`src/pkg/irq_ctrl_pkg.sv`:
```
package irq_ctrl_pkg;
  // ****************************************
  // sources
  // ****************************************
  localparam int NSRC = 13;
  localparam int SRC_FILTERBANK = 0;
  localparam int SRC_AUDIO_FULL = 1;
  localparam int SRC_TIMER = 2;
  localparam int SRC_WDOG = 3;
  localparam int NPERIPH = 11;
  // ****************************************
  // register map
  // ****************************************
  localparam logic [7:0] OFS_STATUS = 8'h00;
  localparam logic [7:0] OFS_MASK = 8'h04;
  localparam logic [7:0] OFS_VECTOR = 8'h08;
  localparam logic [7:0] OFS_PRIO_LO = 8'h0C;
  localparam logic [7:0] OFS_PRIO_HI = 8'h10;
  localparam logic [7:0] OFS_TMR_CFG = 8'h14;
  localparam logic [7:0] OFS_TMR_CMD = 8'h18;
  localparam logic [7:0] OFS_TMR_CNT = 8'h1C;
  localparam logic [7:0] OFS_WD_PERIOD = 8'h20;
  localparam logic [7:0] OFS_WD_ACK = 8'h24;
  // ****************************************
  // fields and reset values
  // ****************************************
  localparam int CMD_START_BIT = 0;
  localparam int CMD_STOP_BIT = 1;
  localparam int VEC_VALID_BIT = 31;
  localparam int CNT_RUN_BIT = 31;
  localparam logic [7:0] VEC_BASE = 8'h20;
  localparam logic [12:0] MASK_RST = 13'h0000;
  localparam logic [31:0] PRIO_LO_RST = 32'h76543210;
  localparam logic [19:0] PRIO_HI_RST = 20'hCBA98;
  localparam logic [31:0] WD_PERIOD_DEF = 32'h0000FFFF;
  // ****************************************
  // timer configuration carrier
  // ****************************************
  typedef struct packed {
    logic cont;
    logic [2:0] presc;
    logic [11:0] reload;
  } tmr_cfg_s;
  localparam tmr_cfg_s TMR_CFG_RST = 16'h0000;
endpackage

```
`src/irq_ctrl_timer_watchdog.sv`:
```
module irq_ctrl_timer_watchdog
  import irq_ctrl_pkg::*;
#(
  parameter int WD_W = 16,
  parameter logic [WD_W-1:0] WD_PERIOD_RST = WD_PERIOD_DEF[WD_W-1:0]
)(
  // clock and reset
  input wire logic i_mclk,
  input wire logic i_rst,
  // apb slave
  input wire logic i_psel,
  input wire logic i_penable,
  input wire logic i_pwrite,
  input wire logic [7:0] i_paddr,
  input wire logic [31:0] i_pwdata,
  output logic [31:0] o_prdata,
  output logic o_pready,
  output logic o_pslverr,
  // peripheral event pulses
  input wire logic [NPERIPH-1:0] i_periph_events,
  // core side
  output logic o_irq,
  output logic [7:0] o_vector,
  output logic o_vec_valid,
  output logic o_chip_reset
);
  // ****************************************
  // parameter check
  // ****************************************
  if (WD_W < 8 || WD_W > 31)
  begin : g_bad_wd
    $error("WD_W must be 8 to 31");
  end

  // ****************************************
  // apb decode
  // ****************************************
  logic setup_ph;
  logic wr_acc;
  logic mapped;
  assign setup_ph = i_psel && !i_penable;
  assign wr_acc = i_psel && i_penable && i_pwrite;
  assign o_pready = 1'b1;

  always_comb
  begin
    case (i_paddr)
      OFS_STATUS, OFS_MASK, OFS_VECTOR, OFS_PRIO_LO,
      OFS_PRIO_HI, OFS_TMR_CFG, OFS_TMR_CMD, OFS_TMR_CNT,
      OFS_WD_PERIOD, OFS_WD_ACK:
        mapped = 1'b1;
      default:
        mapped = 1'b0;
    endcase
  end

  logic wr_status;
  logic wr_mask;
  logic wr_prio_lo;
  logic wr_prio_hi;
  logic wr_tcfg;
  logic wr_wdper;
  logic tmr_start;
  logic tmr_stop;
  logic wd_ack;
  assign wr_status = wr_acc && (i_paddr == OFS_STATUS);
  assign wr_mask = wr_acc && (i_paddr == OFS_MASK);
  assign wr_prio_lo = wr_acc && (i_paddr == OFS_PRIO_LO);
  assign wr_prio_hi = wr_acc && (i_paddr == OFS_PRIO_HI);
  assign wr_tcfg = wr_acc && (i_paddr == OFS_TMR_CFG);
  assign wr_wdper = wr_acc && (i_paddr == OFS_WD_PERIOD);
  assign tmr_start = wr_acc && (i_paddr == OFS_TMR_CMD) && i_pwdata[CMD_START_BIT];
  assign tmr_stop = wr_acc && (i_paddr == OFS_TMR_CMD) && i_pwdata[CMD_STOP_BIT];
  assign wd_ack = wr_acc && (i_paddr == OFS_WD_ACK);

  // ****************************************
  // control registers
  // ****************************************
  logic [NSRC-1:0] mask_reg;
  logic [31:0] prio_lo_reg;
  logic [19:0] prio_hi_reg;
  tmr_cfg_s tcfg_reg;
  logic [WD_W-1:0] wdper_reg;

  always_ff @(posedge i_mclk)
  begin
    if (i_rst)
      mask_reg <= MASK_RST;
    else if (wr_mask)
      mask_reg <= i_pwdata[NSRC-1:0];
  end

  always_ff @(posedge i_mclk)
  begin
    if (i_rst)
    begin
      prio_lo_reg <= PRIO_LO_RST;
      prio_hi_reg <= PRIO_HI_RST;
    end
    else
    begin
      if (wr_prio_lo)
        prio_lo_reg <= i_pwdata;
      if (wr_prio_hi)
        prio_hi_reg <= i_pwdata[19:0];
    end
  end

  always_ff @(posedge i_mclk)
  begin
    if (i_rst)
      tcfg_reg <= TMR_CFG_RST;
    else if (wr_tcfg)
      tcfg_reg <= i_pwdata[15:0];
  end

  always_ff @(posedge i_mclk)
  begin
    if (i_rst)
      wdper_reg <= WD_PERIOD_RST;
    else if (wr_wdper)
      wdper_reg <= i_pwdata[WD_W-1:0];
  end

  // ****************************************
  // timer and watchdog sources
  // ****************************************
  logic [11:0] tmr_count;
  logic tmr_running;
  logic tmr_expire;
  logic [WD_W-1:0] wd_count;
  logic wd_expire;

  general_timer_event u_timer (
    .i_mclk(i_mclk),
    .i_rst(i_rst),
    .i_cfg(tcfg_reg),
    .i_start(tmr_start),
    .i_stop(tmr_stop),
    .o_count(tmr_count),
    .o_running(tmr_running),
    .o_expire(tmr_expire)
  );

  wdog_timer #(
    .WD_W(WD_W)
  ) u_wdog (
    .i_mclk(i_mclk),
    .i_rst(i_rst),
    .i_period(wdper_reg),
    .i_ack(wd_ack),
    .o_count(wd_count),
    .o_expire(wd_expire),
    .o_chip_reset(o_chip_reset)
  );

  // ****************************************
  // pending flags
  // ****************************************
  logic [NSRC-1:0] src_ev;
  logic [NSRC-1:0] pend_reg;
  logic [NSRC-1:0] clr;
  logic [NSRC-1:0] act;
  assign src_ev = {i_periph_events[NPERIPH-1:2], wd_expire, tmr_expire,
                   i_periph_events[1:0]};
  assign clr = wr_status ? i_pwdata[NSRC-1:0] : '0;

  // set wins over a clear in the same cycle
  always_ff @(posedge i_mclk)
  begin
    if (i_rst)
      pend_reg <= '0;
    else
      pend_reg <= (pend_reg & ~clr) | src_ev;
  end

  assign act = pend_reg & mask_reg;
  assign o_irq = |act;

  // ****************************************
  // programmable priority arbiter
  // ****************************************
  logic [51:0] prio_all;
  logic [3:0] slot_src [NSRC];
  logic [NSRC-1:0] slot_hit;
  logic [NSRC-1:0] slot_dec [NSRC];
  assign prio_all = {prio_hi_reg, prio_lo_reg};

  // slot 0 is served first; a slot holding no valid source index is skipped

  for (genvar k = 0; k < NSRC; k++)
  begin : g_slot
    assign slot_src[k] = prio_all[4*k +: 4];
    assign slot_hit[k] = (slot_src[k] < 4'(NSRC)) ? act[slot_src[k]] : 1'b0;
    assign slot_dec[k] = (slot_src[k] < 4'(NSRC)) ? (NSRC'(1) << slot_src[k]) : '0;
  end

  logic win_valid;
  logic [3:0] win_slot;
  logic [3:0] win_src;
  always_comb
  begin
    win_valid = 1'b0;
    win_slot = 4'h0;
    win_src = 4'h0;
    for (int k = NSRC - 1; k >= 0; k--)
    begin
      if (slot_hit[k])
      begin
        win_valid = 1'b1;
        win_slot = 4'(k);
        win_src = slot_src[k];
      end
    end
  end

  always_ff @(posedge i_mclk)
  begin
    if (i_rst)
    begin
      o_vector <= 8'h00;
      o_vec_valid <= 1'b0;
    end
    else
    begin
      o_vector <= win_valid ? VEC_BASE + {4'h0, win_src} : 8'h00;
      o_vec_valid <= win_valid;
    end
  end

  // ****************************************
  // read data, captured in the setup phase
  // ****************************************
  logic [31:0] rdata;
  always_comb
  begin
    rdata = 32'h00000000;
    case (i_paddr)
      OFS_STATUS:
        rdata[NSRC-1:0] = pend_reg;
      OFS_MASK:
        rdata[NSRC-1:0] = mask_reg;
      OFS_VECTOR:
      begin
        rdata[VEC_VALID_BIT] = o_vec_valid;
        rdata[7:0] = o_vector;
      end
      OFS_PRIO_LO:
        rdata = prio_lo_reg;
      OFS_PRIO_HI:
        rdata[19:0] = prio_hi_reg;
      OFS_TMR_CFG:
        rdata[15:0] = tcfg_reg;
      OFS_TMR_CNT:
      begin
        rdata[CNT_RUN_BIT] = tmr_running;
        rdata[11:0] = tmr_count;
      end
      OFS_WD_PERIOD:
        rdata[WD_W-1:0] = wdper_reg;
      OFS_WD_ACK:
        rdata[WD_W-1:0] = wd_count;
      default:
        rdata = 32'h00000000;
    endcase
  end

  always_ff @(posedge i_mclk)
  begin
    if (i_rst)
    begin
      o_prdata <= 32'h00000000;
      o_pslverr <= 1'b0;
    end
    else if (setup_ph)
    begin
      o_prdata <= rdata;
      o_pslverr <= !mapped;
    end
  end

  // ****************************************
  // checks
  // ****************************************
  logic [NSRC-1:0] below;
  assign below = NSRC'((14'h0001 << win_slot) - 14'h0001);

  // sources that some priority slot names
  logic [NSRC-1:0] covered;
  always_comb
  begin
    covered = '0;
    for (int k = 0; k < NSRC; k++)
      covered = covered | slot_dec[k];
  end

  for (genvar k = 0; k < NSRC; k++)
  begin : g_hold

  end
endmodule

```
`src/general_timer_event.sv`:
```
module general_timer_event
  import irq_ctrl_pkg::*;
(
  // clock and reset
  input wire logic i_mclk,
  input wire logic i_rst,
  // control
  input tmr_cfg_s i_cfg,
  input wire logic i_start,
  input wire logic i_stop,
  // state
  output logic [11:0] o_count,
  output logic o_running,
  output logic o_expire
);
  // ****************************************
  // prescaler: one tick every presc+1 cycles
  // ****************************************
  logic [2:0] pre_reg;
  logic tick;
  assign tick = o_running && (pre_reg == i_cfg.presc);
  always_ff @(posedge i_mclk)
  begin
    if (i_rst || i_start || tick || !o_running)
      pre_reg <= 3'h0;
    else
      pre_reg <= pre_reg + 3'h1;
  end
  // ****************************************
  // down counter
  // ****************************************
  always_ff @(posedge i_mclk)
  begin
    o_expire <= 1'b0;
    if (i_rst)
    begin
      o_count <= 12'h000;
      o_running <= 1'b0;
    end
    else if (i_start)
    begin
      o_count <= i_cfg.reload;
      o_running <= 1'b1;
    end
    else if (i_stop)
      o_running <= 1'b0;
    else if (tick)
    begin
      if (o_count <= 12'h001)
      begin
        o_expire <= 1'b1;
        o_count <= i_cfg.cont ? i_cfg.reload : 12'h000;
        o_running <= i_cfg.cont;
      end
      else
        o_count <= o_count - 12'h001;
    end
  end
endmodule

```
`src/wdog_timer.sv`:
```
module wdog_timer
  import irq_ctrl_pkg::*;
#(
  parameter int WD_W = 16
)(
  // clock and reset
  input wire logic i_mclk,
  input wire logic i_rst,
  // control
  input wire logic [WD_W-1:0] i_period,
  input wire logic i_ack,
  // state
  output logic [WD_W-1:0] o_count,
  output logic o_expire,
  output logic o_chip_reset
);
  logic fired_reg;
  logic hit;
  assign hit = (o_count >= i_period);
  // ****************************************
  // always counting; ack restarts the period
  // ****************************************
  always_ff @(posedge i_mclk)
  begin
    o_expire <= 1'b0;
    if (i_rst)
    begin
      o_count <= '0;
      fired_reg <= 1'b0;
      o_chip_reset <= 1'b0;
    end
    else if (i_ack)
    begin
      o_count <= '0;
      fired_reg <= 1'b0;
    end
    else if (hit)
    begin
      o_count <= '0;
      if (!fired_reg)
      begin
        o_expire <= 1'b1;
        fired_reg <= 1'b1;
      end
      else
        o_chip_reset <= 1'b1;
    end
    else
      o_count <= o_count + {{(WD_W-1){1'b0}}, 1'b1};
  end
endmodule

```
`config.mk`:
```
export PLATFORM = sky130hd
export DESIGN_NAME = irq_ctrl_timer_watchdog
export DESIGN_NICKNAME = d
export VERILOG_FILES = /design/src/pkg/irq_ctrl_pkg.sv /design/src/irq_ctrl_timer_watchdog.sv /design/src/general_timer_event.sv /design/src/wdog_timer.sv
export SDC_FILE = /design/constraint.sdc
export NUM_CORES = 1
export LEC_CHECK = 0
export CAP_MARGIN = 10
export CORE_ASPECT_RATIO = 0.75
export CORE_MARGIN = 4
export CORE_UTILIZATION = 35
export DETAILED_ROUTE_END_ITERATION = 10
export DONT_BUFFER_PORTS = 1
export GPL_ROUTABILITY_DRIVEN = 0
export GPL_TIMING_DRIVEN = 0
export PLACE_DENSITY = 0.53
export SKIP_CTS_REPAIR_TIMING = 1
export SLEW_MARGIN = 20
export SYNTH_ARGS = -nofsm -noshare
export SYNTH_HDL_FRONTEND = slang
export SYNTH_SLANG_ARGS = --single-unit
```
`constraint.sdc`:
```
create_clock -name i_mclk -period 2.3 [get_ports i_mclk]
set_input_delay 0.23 -clock i_mclk [delete_from_list [all_inputs] [get_ports i_mclk]]
set_output_delay 0.23 -clock i_mclk [all_outputs]
set_load 0.005 [all_outputs]
```
==> results.cfg, run 1 <==
[status]
run_status = finished with violations
violations = hold timing, setup timing

[worst_hold_path]
hold_path_class = in -> reg

[timing]
timing.setup.tns_ps = -2040
worst_slack_ps = -406
hold_violations = 9
max_freq_mhz = 370
finalSetupViolations = 6
min_period_over_period = 1.18
relSlewSlack = 0.312
skew_ps = 9.89
finalCriticalPeriod_ps = 2710
slew_violations = 0
worstMarginPinSlew_ps = 1030
whs_ps = -37.8
rsz0062_at_grt = yes

[floorplanning]
initial_core_util = 0.354
io_pins = 101
die-area_um2 = 33300
rows = 55
core_area_um2 = 30100
die_h_um = 159
die_x_um = 209

[worst_setup_path]
worst_setup_path_start_kind = flip-flop
crit_top_cell = a31oi_4
worst-r2r-setup-slack_ps = -410
crit_chain = and2_1, buf_6, mux4_2, a31oi_4, and2_4, nand3_1, a221o_1, a31oi_4, o311a_1
crit_type = reg -> reg
cp_slowest_stage_delay_ps = 510
worstSetupEndpointType = flip-flop
cp_max_fo = 8
crit_required_ps = 2700
cp_top_family = compound AO/OA/AOI/OAI gates
arrival_ps = 3100
cp_slowest_cell = mux4_2
worst-path-buf-inv = 1

[logic_synthesis]
synth-compound-area-share = 0.223
synth_top_family_by_area = simple AND/OR/NAND/NOR gates
synth-simple-area-share = 0.225
synthFlopType = dfxtp_1
yosysWarnings = 0
yosysUniqueCellTypes = 87
synth_cells = 1322
async_flop_share = 0
yosys-mux-area-fraction = 0.100
synth_fa_ha_area_frac = 0.0235
synth_xor_area_frac = 0.0156
synth-seq-cells = 185
seq_area_frac_synth = 0.348
synth_edf_count = 0
synth_area_um2 = 10700
avgSynthCellArea_um2 = 8.06

[clock_tree]
clock-sinks = 185
clk_pin_slew_ps = 70
insertion_delay_ps = 460
cts_made_buffers = 17
cts-root-buf = clkbuf_16
cts_max_level = 4
clock_path_buffers = 2
cts_tree = built

[global_routing]
grt_overflow = 0
grt_max_degree = 17
grt_pass1_wl_um = 64500
grt_pass1_vias = 9685
grtUsageTotal = 0.257
antenna_found_initial = 3

[cells_and_area]
drive_gt1_frac = 0.142
area_growth_pct = 18.4
fillers = 3003
fin_util = 0.420
final_nets = 1480

[job]
cap_violations = 0

[pwr]
max-vdd-ir-drop_mv = 0.450
power.density_nw_per_um2 = 520
p_leak_nw = 4.78

[placed_design]
dp.final_hpwl_um = 33100
port_buffers = 0

[routing]
routedWlPerCell_um = 25.1
drtAntennaViolNets = 0
routed_wl_um = 45500
vias = 10900
viasPerCell = 6.03
drc = 0
drt-initial-drc-count = 1308
first_pass_iters = 6
==> synthesized netlist by cell type, drive strengths merged, types with 8 or more instances <==
cell type	number	area (um^2)
a22oi	30	235
o211ai	27	208
nor2	118	443
nor2b	9	56.3
nand4	8	50.1
buf	31	200
o21ai	58	290
mux2i	35	350
and2	22	145
a211oi	11	82.6
a221oi	14	123
a221o	9	91.3
nand3b	14	105
a21oi	127	636
mux4	28	649
clkbuf	75	294
nand3	54	270
dfxtp	185	3700
and3	12	76.3
nor4	14	87.6
xnor2	13	114
nand2	219	830
nor3	21	110
ha	20	250
inv	47	176
==> placed cells by master, fill, tap and decap left out, types with 13 or more instances in the layout <==
cell,instances
inv_1,45
clkbuf_16,17
buf_4,30
nand3b_1,14
nand2_1,215
o21ai_0,50
mux4_2,23
dfxtp_1,175
xnor2_1,13
mux2i_1,35
o211ai_1,26
nor3_1,20
ha_1,20
clkbuf_1,55
a22oi_1,25
dlygate4sd3_1,42
clkbuf_2,15
nor2_1,115
a21oi_1,125
a221oi_1,14
nand3_1,54
==> per-layer routing <==
layer / GRT usage / share of wire / vias up
met2: 0.364 / 0.41 / 587
li1: - / - / 4941
met5: 0 / 0.00029 / -
met4: 0.0783 / 0.027 / 2
met3: 0.0873 / 0.12 / 81
met1: 0.370 / 0.44 / 5330
==> worst reg2reg max path, cell delays in order (launching register included) <==
cell and delay, ps:
dfxtp_2 420, and2_1 220, buf_6 140, mux4_2 510, a31oi_4 240, and2_4 200
nand3_1 80, a221o_1 380, a31oi_4 230, o311a_1 200
==> power by group <==
group | internal, mW | leakage (nW) | switching (mW) | total [mW]
Clock | 1.48 | 0.251 | 1.38 | 2.85
Combinational | 0.143 | 3.03 | 0.279 | 0.422
Sequential | 3.23 | 1.50 | 0.0461 | 3.28
Total | 4.85 | 4.78 | 1.70 | 6.56
==> cells by family after synthesis <==
| family | Yosys count |
|---|---|
| muxes | 69 |
| other | 2 |
| buffers and inverters | 154 |
| AOI/OAI and AO/OA | 354 |
| DFF | 185 |
| and+or+nand+nor | 519 |
| xor gates and xnor gates | 19 |
| adders and majority gates | 20 |
==> stage by stage <==
stage	std cells	worst slack [ps]	instance area (um^2)	total power, mW	hold WS (ps)
final	1815	-406	12600	6.56	-37.8
after global routing	1814	-405	12600	6.72	-3.49
after CTS	1753	-682	11700	6.44	-125
after detailed placement	1723	-778	11200	3.64	356
after global placement	1723	-854	11200	3.64	350
after floorplan	1324	-23.4	10700	3.51	347
==> final timing paths <==
kind	start	to	cells after the start
setup / recovery	pend_reg[8]	o_vector[1]	9
hold / removal	i_pwdata[6]	pend_reg[6]	3
setup reg to reg	pend_reg[8]	o_vector[1]	9
hold reg to reg	u_timer.o_expire	pend_reg[2]	2
==> area by class of cell <==
type	count	area, um^2	share of cell area
multi-input cells	985	6550	0.519
flip-flops and latches	185	3730	0.295
repair buffers	68	626	0.0496
plain buffers	100	503	0.0399
well taps	399	499	0.0396
clock buffers	19	433	0.0343
inverters	47	176	0.0140
clock inverters	11	101	0.00803
diodes	1	2.50	0.000198
No activity file was read; power rests on OpenSTA's default activity.
==> run 2: changes to the inputs <==
--- a/config.mk
+++ b/config.mk
@@ -8,12 +8,12 @@
 export CAP_MARGIN = 10
 export CORE_ASPECT_RATIO = 0.75
 export CORE_MARGIN = 4
-export CORE_UTILIZATION = 35
+export CORE_UTILIZATION = 47
 export DETAILED_ROUTE_END_ITERATION = 10
 export DONT_BUFFER_PORTS = 1
 export GPL_ROUTABILITY_DRIVEN = 0
 export GPL_TIMING_DRIVEN = 0
-export PLACE_DENSITY = 0.53
+export PLACE_DENSITY = 0.66
 export SKIP_CTS_REPAIR_TIMING = 1
 export SLEW_MARGIN = 20
 export SYNTH_ARGS = -nofsm -noshare
==> run 2 against run 1 <==
  * The flow still finishes with violations (hold timing, setup timing)
  * First-iteration DRC count increased by 25%
  * Critical path depth increased by 1
  * Sequential share of layout area decreased by 0.15 points
  * Total power increased by 3.5%
==> results.cfg, run 2 (same netlist as run 1, synthesis figures left out) <==
[status]
run_status = finished with violations
violations = hold timing, setup timing

[clock_tree]
insertion_delay_ps = 460
clock-sinks = 185
clock_path_buffers = 2
cts_made_buffers = 17
clk_pin_slew_ps = 70
cts_tree = built
cts_max_level = 4
cts-root-buf = clkbuf_16

[worst_setup_path]
cp_max_fo = 6
worstSetupEndpointType = flip-flop
rr_startpoint = pend_reg[5]
r2r_cells = 10
r2r-end = o_vector[1]
crit_type = reg -> reg
worst-r2r-setup-slack_ps = -400
worst_setup_path_start_kind = flip-flop
arrival_ps = 3100
crit_required_ps = 2700

[routing]
drc = 0
routed_wl_um = 42800
viasPerCell = 6.54
first_pass_iters = 8
drtAntennaViolNets = 0
drt-initial-drc-count = 1636
routedWlPerCell_um = 24.9
vias = 11200

[timing]
min_period_over_period = 1.18
skew_ps = 8.22
worst_slack_ps = -404
worstMarginPinSlew_ps = 1040
finalSetupViolations = 6
relSlewSlack = 0.308
rsz0062_at_grt = yes
hold_violations = 7
finalCriticalPeriod_ps = 2700
whs_ps = -30.1
timing.setup.tns_ps = -1720
max_freq_mhz = 370
slew_violations = 0

[floorplanning]
initial_core_util = 0.481
rows = 47
die-area_um2 = 25200
die_h_um = 138
die_x_um = 182
core_area_um2 = 22200
io_pins = 101

[pwr]
p_leak_nw = 4.81
swShare = 0.263
power.density_nw_per_um2 = 535
max-vdd-ir-drop_mv = 0.575
p_sw_mw = 1.78
p_clk_frac = 0.455
pwr-share-seq = 0.483
p_comb_frac = 0.062
power.internal_mw = 5.01

[worst_hold_path]
hp-start = i_pwdata[4]
hold_path_class = in -> reg
hold_end = pend_reg[4]
whs_path_depth = 3

[global_routing]
grt_overflow = 0
grtUsageTotal = 0.318
grt_pass1_vias = 9812
grt_max_degree = 18
grt_pass1_wl_um = 61600
antenna_found_initial = 1

[placed_design]
place_area_um2 = 11100
dp.final_hpwl_um = 30300
port_buffers = 0

[cells_and_area]
stdcell_area_um2 = 12700
mostFrequentLayoutCell = nand2_1
final_cell_mix = nand2_1 (215), dfxtp_1 (175), a21oi_1 (125), nor2_1 (114), clkbuf_1 (55)
final_nets = 1480
area_growth_pct = 19.0
drive_gt1_frac = 0.145

[job]
cap_violations = 0
## run 2: critical path, stage by stage (launching register included)
cell and delay (ps):
dfxtp_4 370, and2_4 160, buf_6 130, buf_12 130, mux4_2 450, a22oi_2 260, and2_4 240, nand3_1 100
a221o_1 350, a31oi_1 270, o311a_1 190
## run 2: cell type report
type | count | area, um^2
inverter | 47 | 176
clock inverter | 15 | 168
sequential | 185 | 3730
multi-input combinational | 986 | 6640
timing repair buffer | 70 | 668
tap | 294 | 368
fill | 1992 | 9490
buffer | 97 | 499
antenna | 3 | 7.51
clock buffer | 17 | 425
## run 2: power groups by stage
| stage | registers [mW] | logic, mW | clock network, mW |
|---|---|---|---|
| final | 3.28 | 0.420 | 3.09 |
| after CTS | 3.28 | 0.274 | 3.09 |
| after global placement | 3.35 | 0.271 | 0 |
| after floorplan | 3.33 | 0.173 | 0 |
| after global routing | 3.28 | 0.435 | 3.22 |
| after detailed placement | 3.35 | 0.273 | 0 |
## run 2: worst max-delay path by stage
stage	startpoint	end	slack, ps
floorplan	pend_reg[4]	o_vector[0]	-20
global placement	u_timer.o_count[4]	u_timer.o_count[3]	-540
detailed placement	u_wdog.o_count[0]	u_wdog.o_count[11]	-570
CTS	u_wdog.o_count[0]	u_wdog.o_count[8]	-590
global route	mask_reg[10]	o_vector[1]	-420
finish	pend_reg[5]	o_vector[1]	-400
## run 2: layer usage
metal	up-vias	track usage	routed length (um)
met1	5324	0.453	17200
met4	0	0.0987	1360
met2	834	0.436	17500
li1	4937	-	-
met5	-	0	0
met3	114	0.135	6690
## run 2: per-stage QoR
stage                     hold slack (ps)  worst slack, ps   util  std cells  power (mW)
final                               -30.1             -404  0.572       1714        6.79
after CTS                            -118             -588  0.526       1650        6.64
after detailed placement              357             -574  0.499       1618        3.63
after global placement                349             -536  0.499       1618        3.62
after global routing                0.224             -417  0.572       1712        6.94
after floorplan                       347            -23.4      -       1324        3.51
==> run 3: changes to the inputs <==
--- a/config.mk
+++ b/config.mk
@@ -14,7 +14,6 @@
 export GPL_ROUTABILITY_DRIVEN = 0
 export GPL_TIMING_DRIVEN = 0
 export PLACE_DENSITY = 0.66
-export SKIP_CTS_REPAIR_TIMING = 1
 export SLEW_MARGIN = 20
 export SYNTH_ARGS = -nofsm -noshare
 export SYNTH_HDL_FRONTEND = slang
==> run 3 against run 2 <==
  * The flow finishes with violations (setup timing)
  * Worst setup slack improved by 67 ps
  * Maximum frequency is 2.5% higher
  * Cell count increased by 0.23%
  * Worst hold slack gained 40 ps
  * Die area did not move
==> results.cfg, run 3 (same netlist as run 1, synthesis figures left out) <==
[status]
run_status = finished with violations
violations = setup timing

[clock_tree]
clock-sinks = 185
cts-root-buf = clkbuf_16
clk_pin_slew_ps = 80
clock_path_buffers = 2
cts_tree = built
cts_max_level = 4
insertion_delay_ps = 460
cts_made_buffers = 17

[global_routing]
grt_pass1_wl_um = 64200
grt.busiest_layer = met1
grt_overflow = 0
grtUsageTotal = 0.330
met2_usage = 0.458
antenna_found_initial = 1
grt_pass1_vias = 10400
grt_use_met1 = 0.458
grt_max_degree = 18
grt_use_met3 = 0.141

[worst_hold_path]
hp-start = i_paddr[4]
hold_path_class = in -> reg
hold_end = o_pslverr
whs_path_depth = 2

[placed_design]
dp.final_hpwl_um = 30300
dp_cells = 1618
place_ws_ps = -574
port_buffers = 0

[timing]
rsz0062_at_grt = yes
skew_ps = 15.7
worstMarginPinSlew_ps = 1010
finalSetupViolations = 6
relSlewSlack = 0.330
max_freq_mhz = 379
hold_violations = 0
worst_slack_ps = -336
finalCriticalPeriod_ps = 2640
slew_violations = 0
min_period_over_period = 1.15

[cells_and_area]
final_cell_mix = nand2_1 (212), dfxtp_1 (163), a21oi_1 (124), nor2_1 (115)
fillers = 1965
drive_gt1_frac = 0.164
fin_cells = 1718
mostFrequentLayoutCell = nand2_1
area_growth_pct = 19.7
final_nets = 1483

[routing]
drtAntennaViolNets = 0
first_pass_iters = 6
routed_wl_um = 43400
drt-initial-drc-count = 1695
drc = 0
vias = 11300
viasPerCell = 6.57
routedWlPerCell_um = 25.3

[worst_setup_path]
cp_max_fo = 5
r2r_cells = 9
worst-r2r-setup-slack_ps = -340
crit_required_ps = 2690
crit_type = reg -> reg
r2r-end = o_vector[3]
arrival_ps = 3030
rr_startpoint = pend_reg[6]
worst_setup_path_start_kind = flip-flop
worstSetupEndpointType = flip-flop

[job]
cap_violations = 0

[floorplanning]
io_pins = 101
initial_core_util = 0.481
die-area_um2 = 25200
rows = 47
die_x_um = 182
core_area_um2 = 22200
die_h_um = 138

[pwr]
p_leak_nw = 4.83
power.density_nw_per_um2 = 533
max-vdd-ir-drop_mv = 0.574
## run 3: report_power, final
group	total, mW	internal, mW	switching, mW
clock	3.09	1.63	1.47
sequential	3.27	3.23	0.0396
combinational	0.435	0.148	0.286
## run 3: routing by layer
layer / up-vias / wire length [um]
li1: 4939 / -
met1: 5357 / 17100
met2: 841 / 17600
met3: 142 / 7000
met4: 0 / 1780
met5: - / 0
## run 3: through the flow
stage / instance area, um^2 / setup TNS [ps] / hold slack, ps / util / power, mW
final: 12800 / -1540 / 10.4 / 0.575 / 6.80
after floorplan: 10700 / -23.4 / 347 / - / 3.51
after detailed placement: 11100 / -43950 / 357 / 0.499 / 3.63
after CTS: 12400 / -1230 / 0.256 / 0.560 / 6.75
after global placement: 11100 / -42870 / 349 / 0.499 / 3.62
after global routing: 12700 / -1930 / 22.5 / 0.575 / 6.94
## run 3: final cells by class
class | instances | area [um^2] | area share
Inverter | 47 | 176 | 0.0138
Antenna cell | 4 | 10.0 | 0.000785
Clock inverter | 15 | 168 | 0.0131
Clock buffer | 17 | 425 | 0.0333
Multi-Input combinational cell | 987 | 6630 | 0.520
Tap cell | 294 | 368 | 0.0288
Sequential cell | 185 | 3750 | 0.294
Buffer | 91 | 489 | 0.0384
Timing Repair Buffer | 78 | 738 | 0.0579
## run 3: worst max-delay path by stage
stage	startpoint	to	slack, ps
finish	pend_reg[6]	o_vector[3]	-340
CTS	pend_reg[7]	o_vector[2]	-260
detailed placement	u_wdog.o_count[0]	u_wdog.o_count[11]	-570
global placement	u_timer.o_count[4]	u_timer.o_count[3]	-540
global route	prio_lo_reg[1]	o_vector[1]	-340
floorplan	pend_reg[4]	o_vector[0]	-20
## run 3: worst max-delay path, stage by stage, from the launching register on
cell      delay, ps
dfxtp_4         370
and2_4          210
buf_6           130
mux4_2          460
and3_4          170
a311o_2         400
nand2b_4        180
a311oi_4        330
a31oi_1         140
nor3_1          190
## run 3: timing repair
item,in CTS,in global routing
hold endpoints to repair,101,1
resized for setup,64,72
setup endpoints to repair,46,95
pin swaps,21,28
cloned,2,3
hold buffers,42,1
setup buffers,21,11
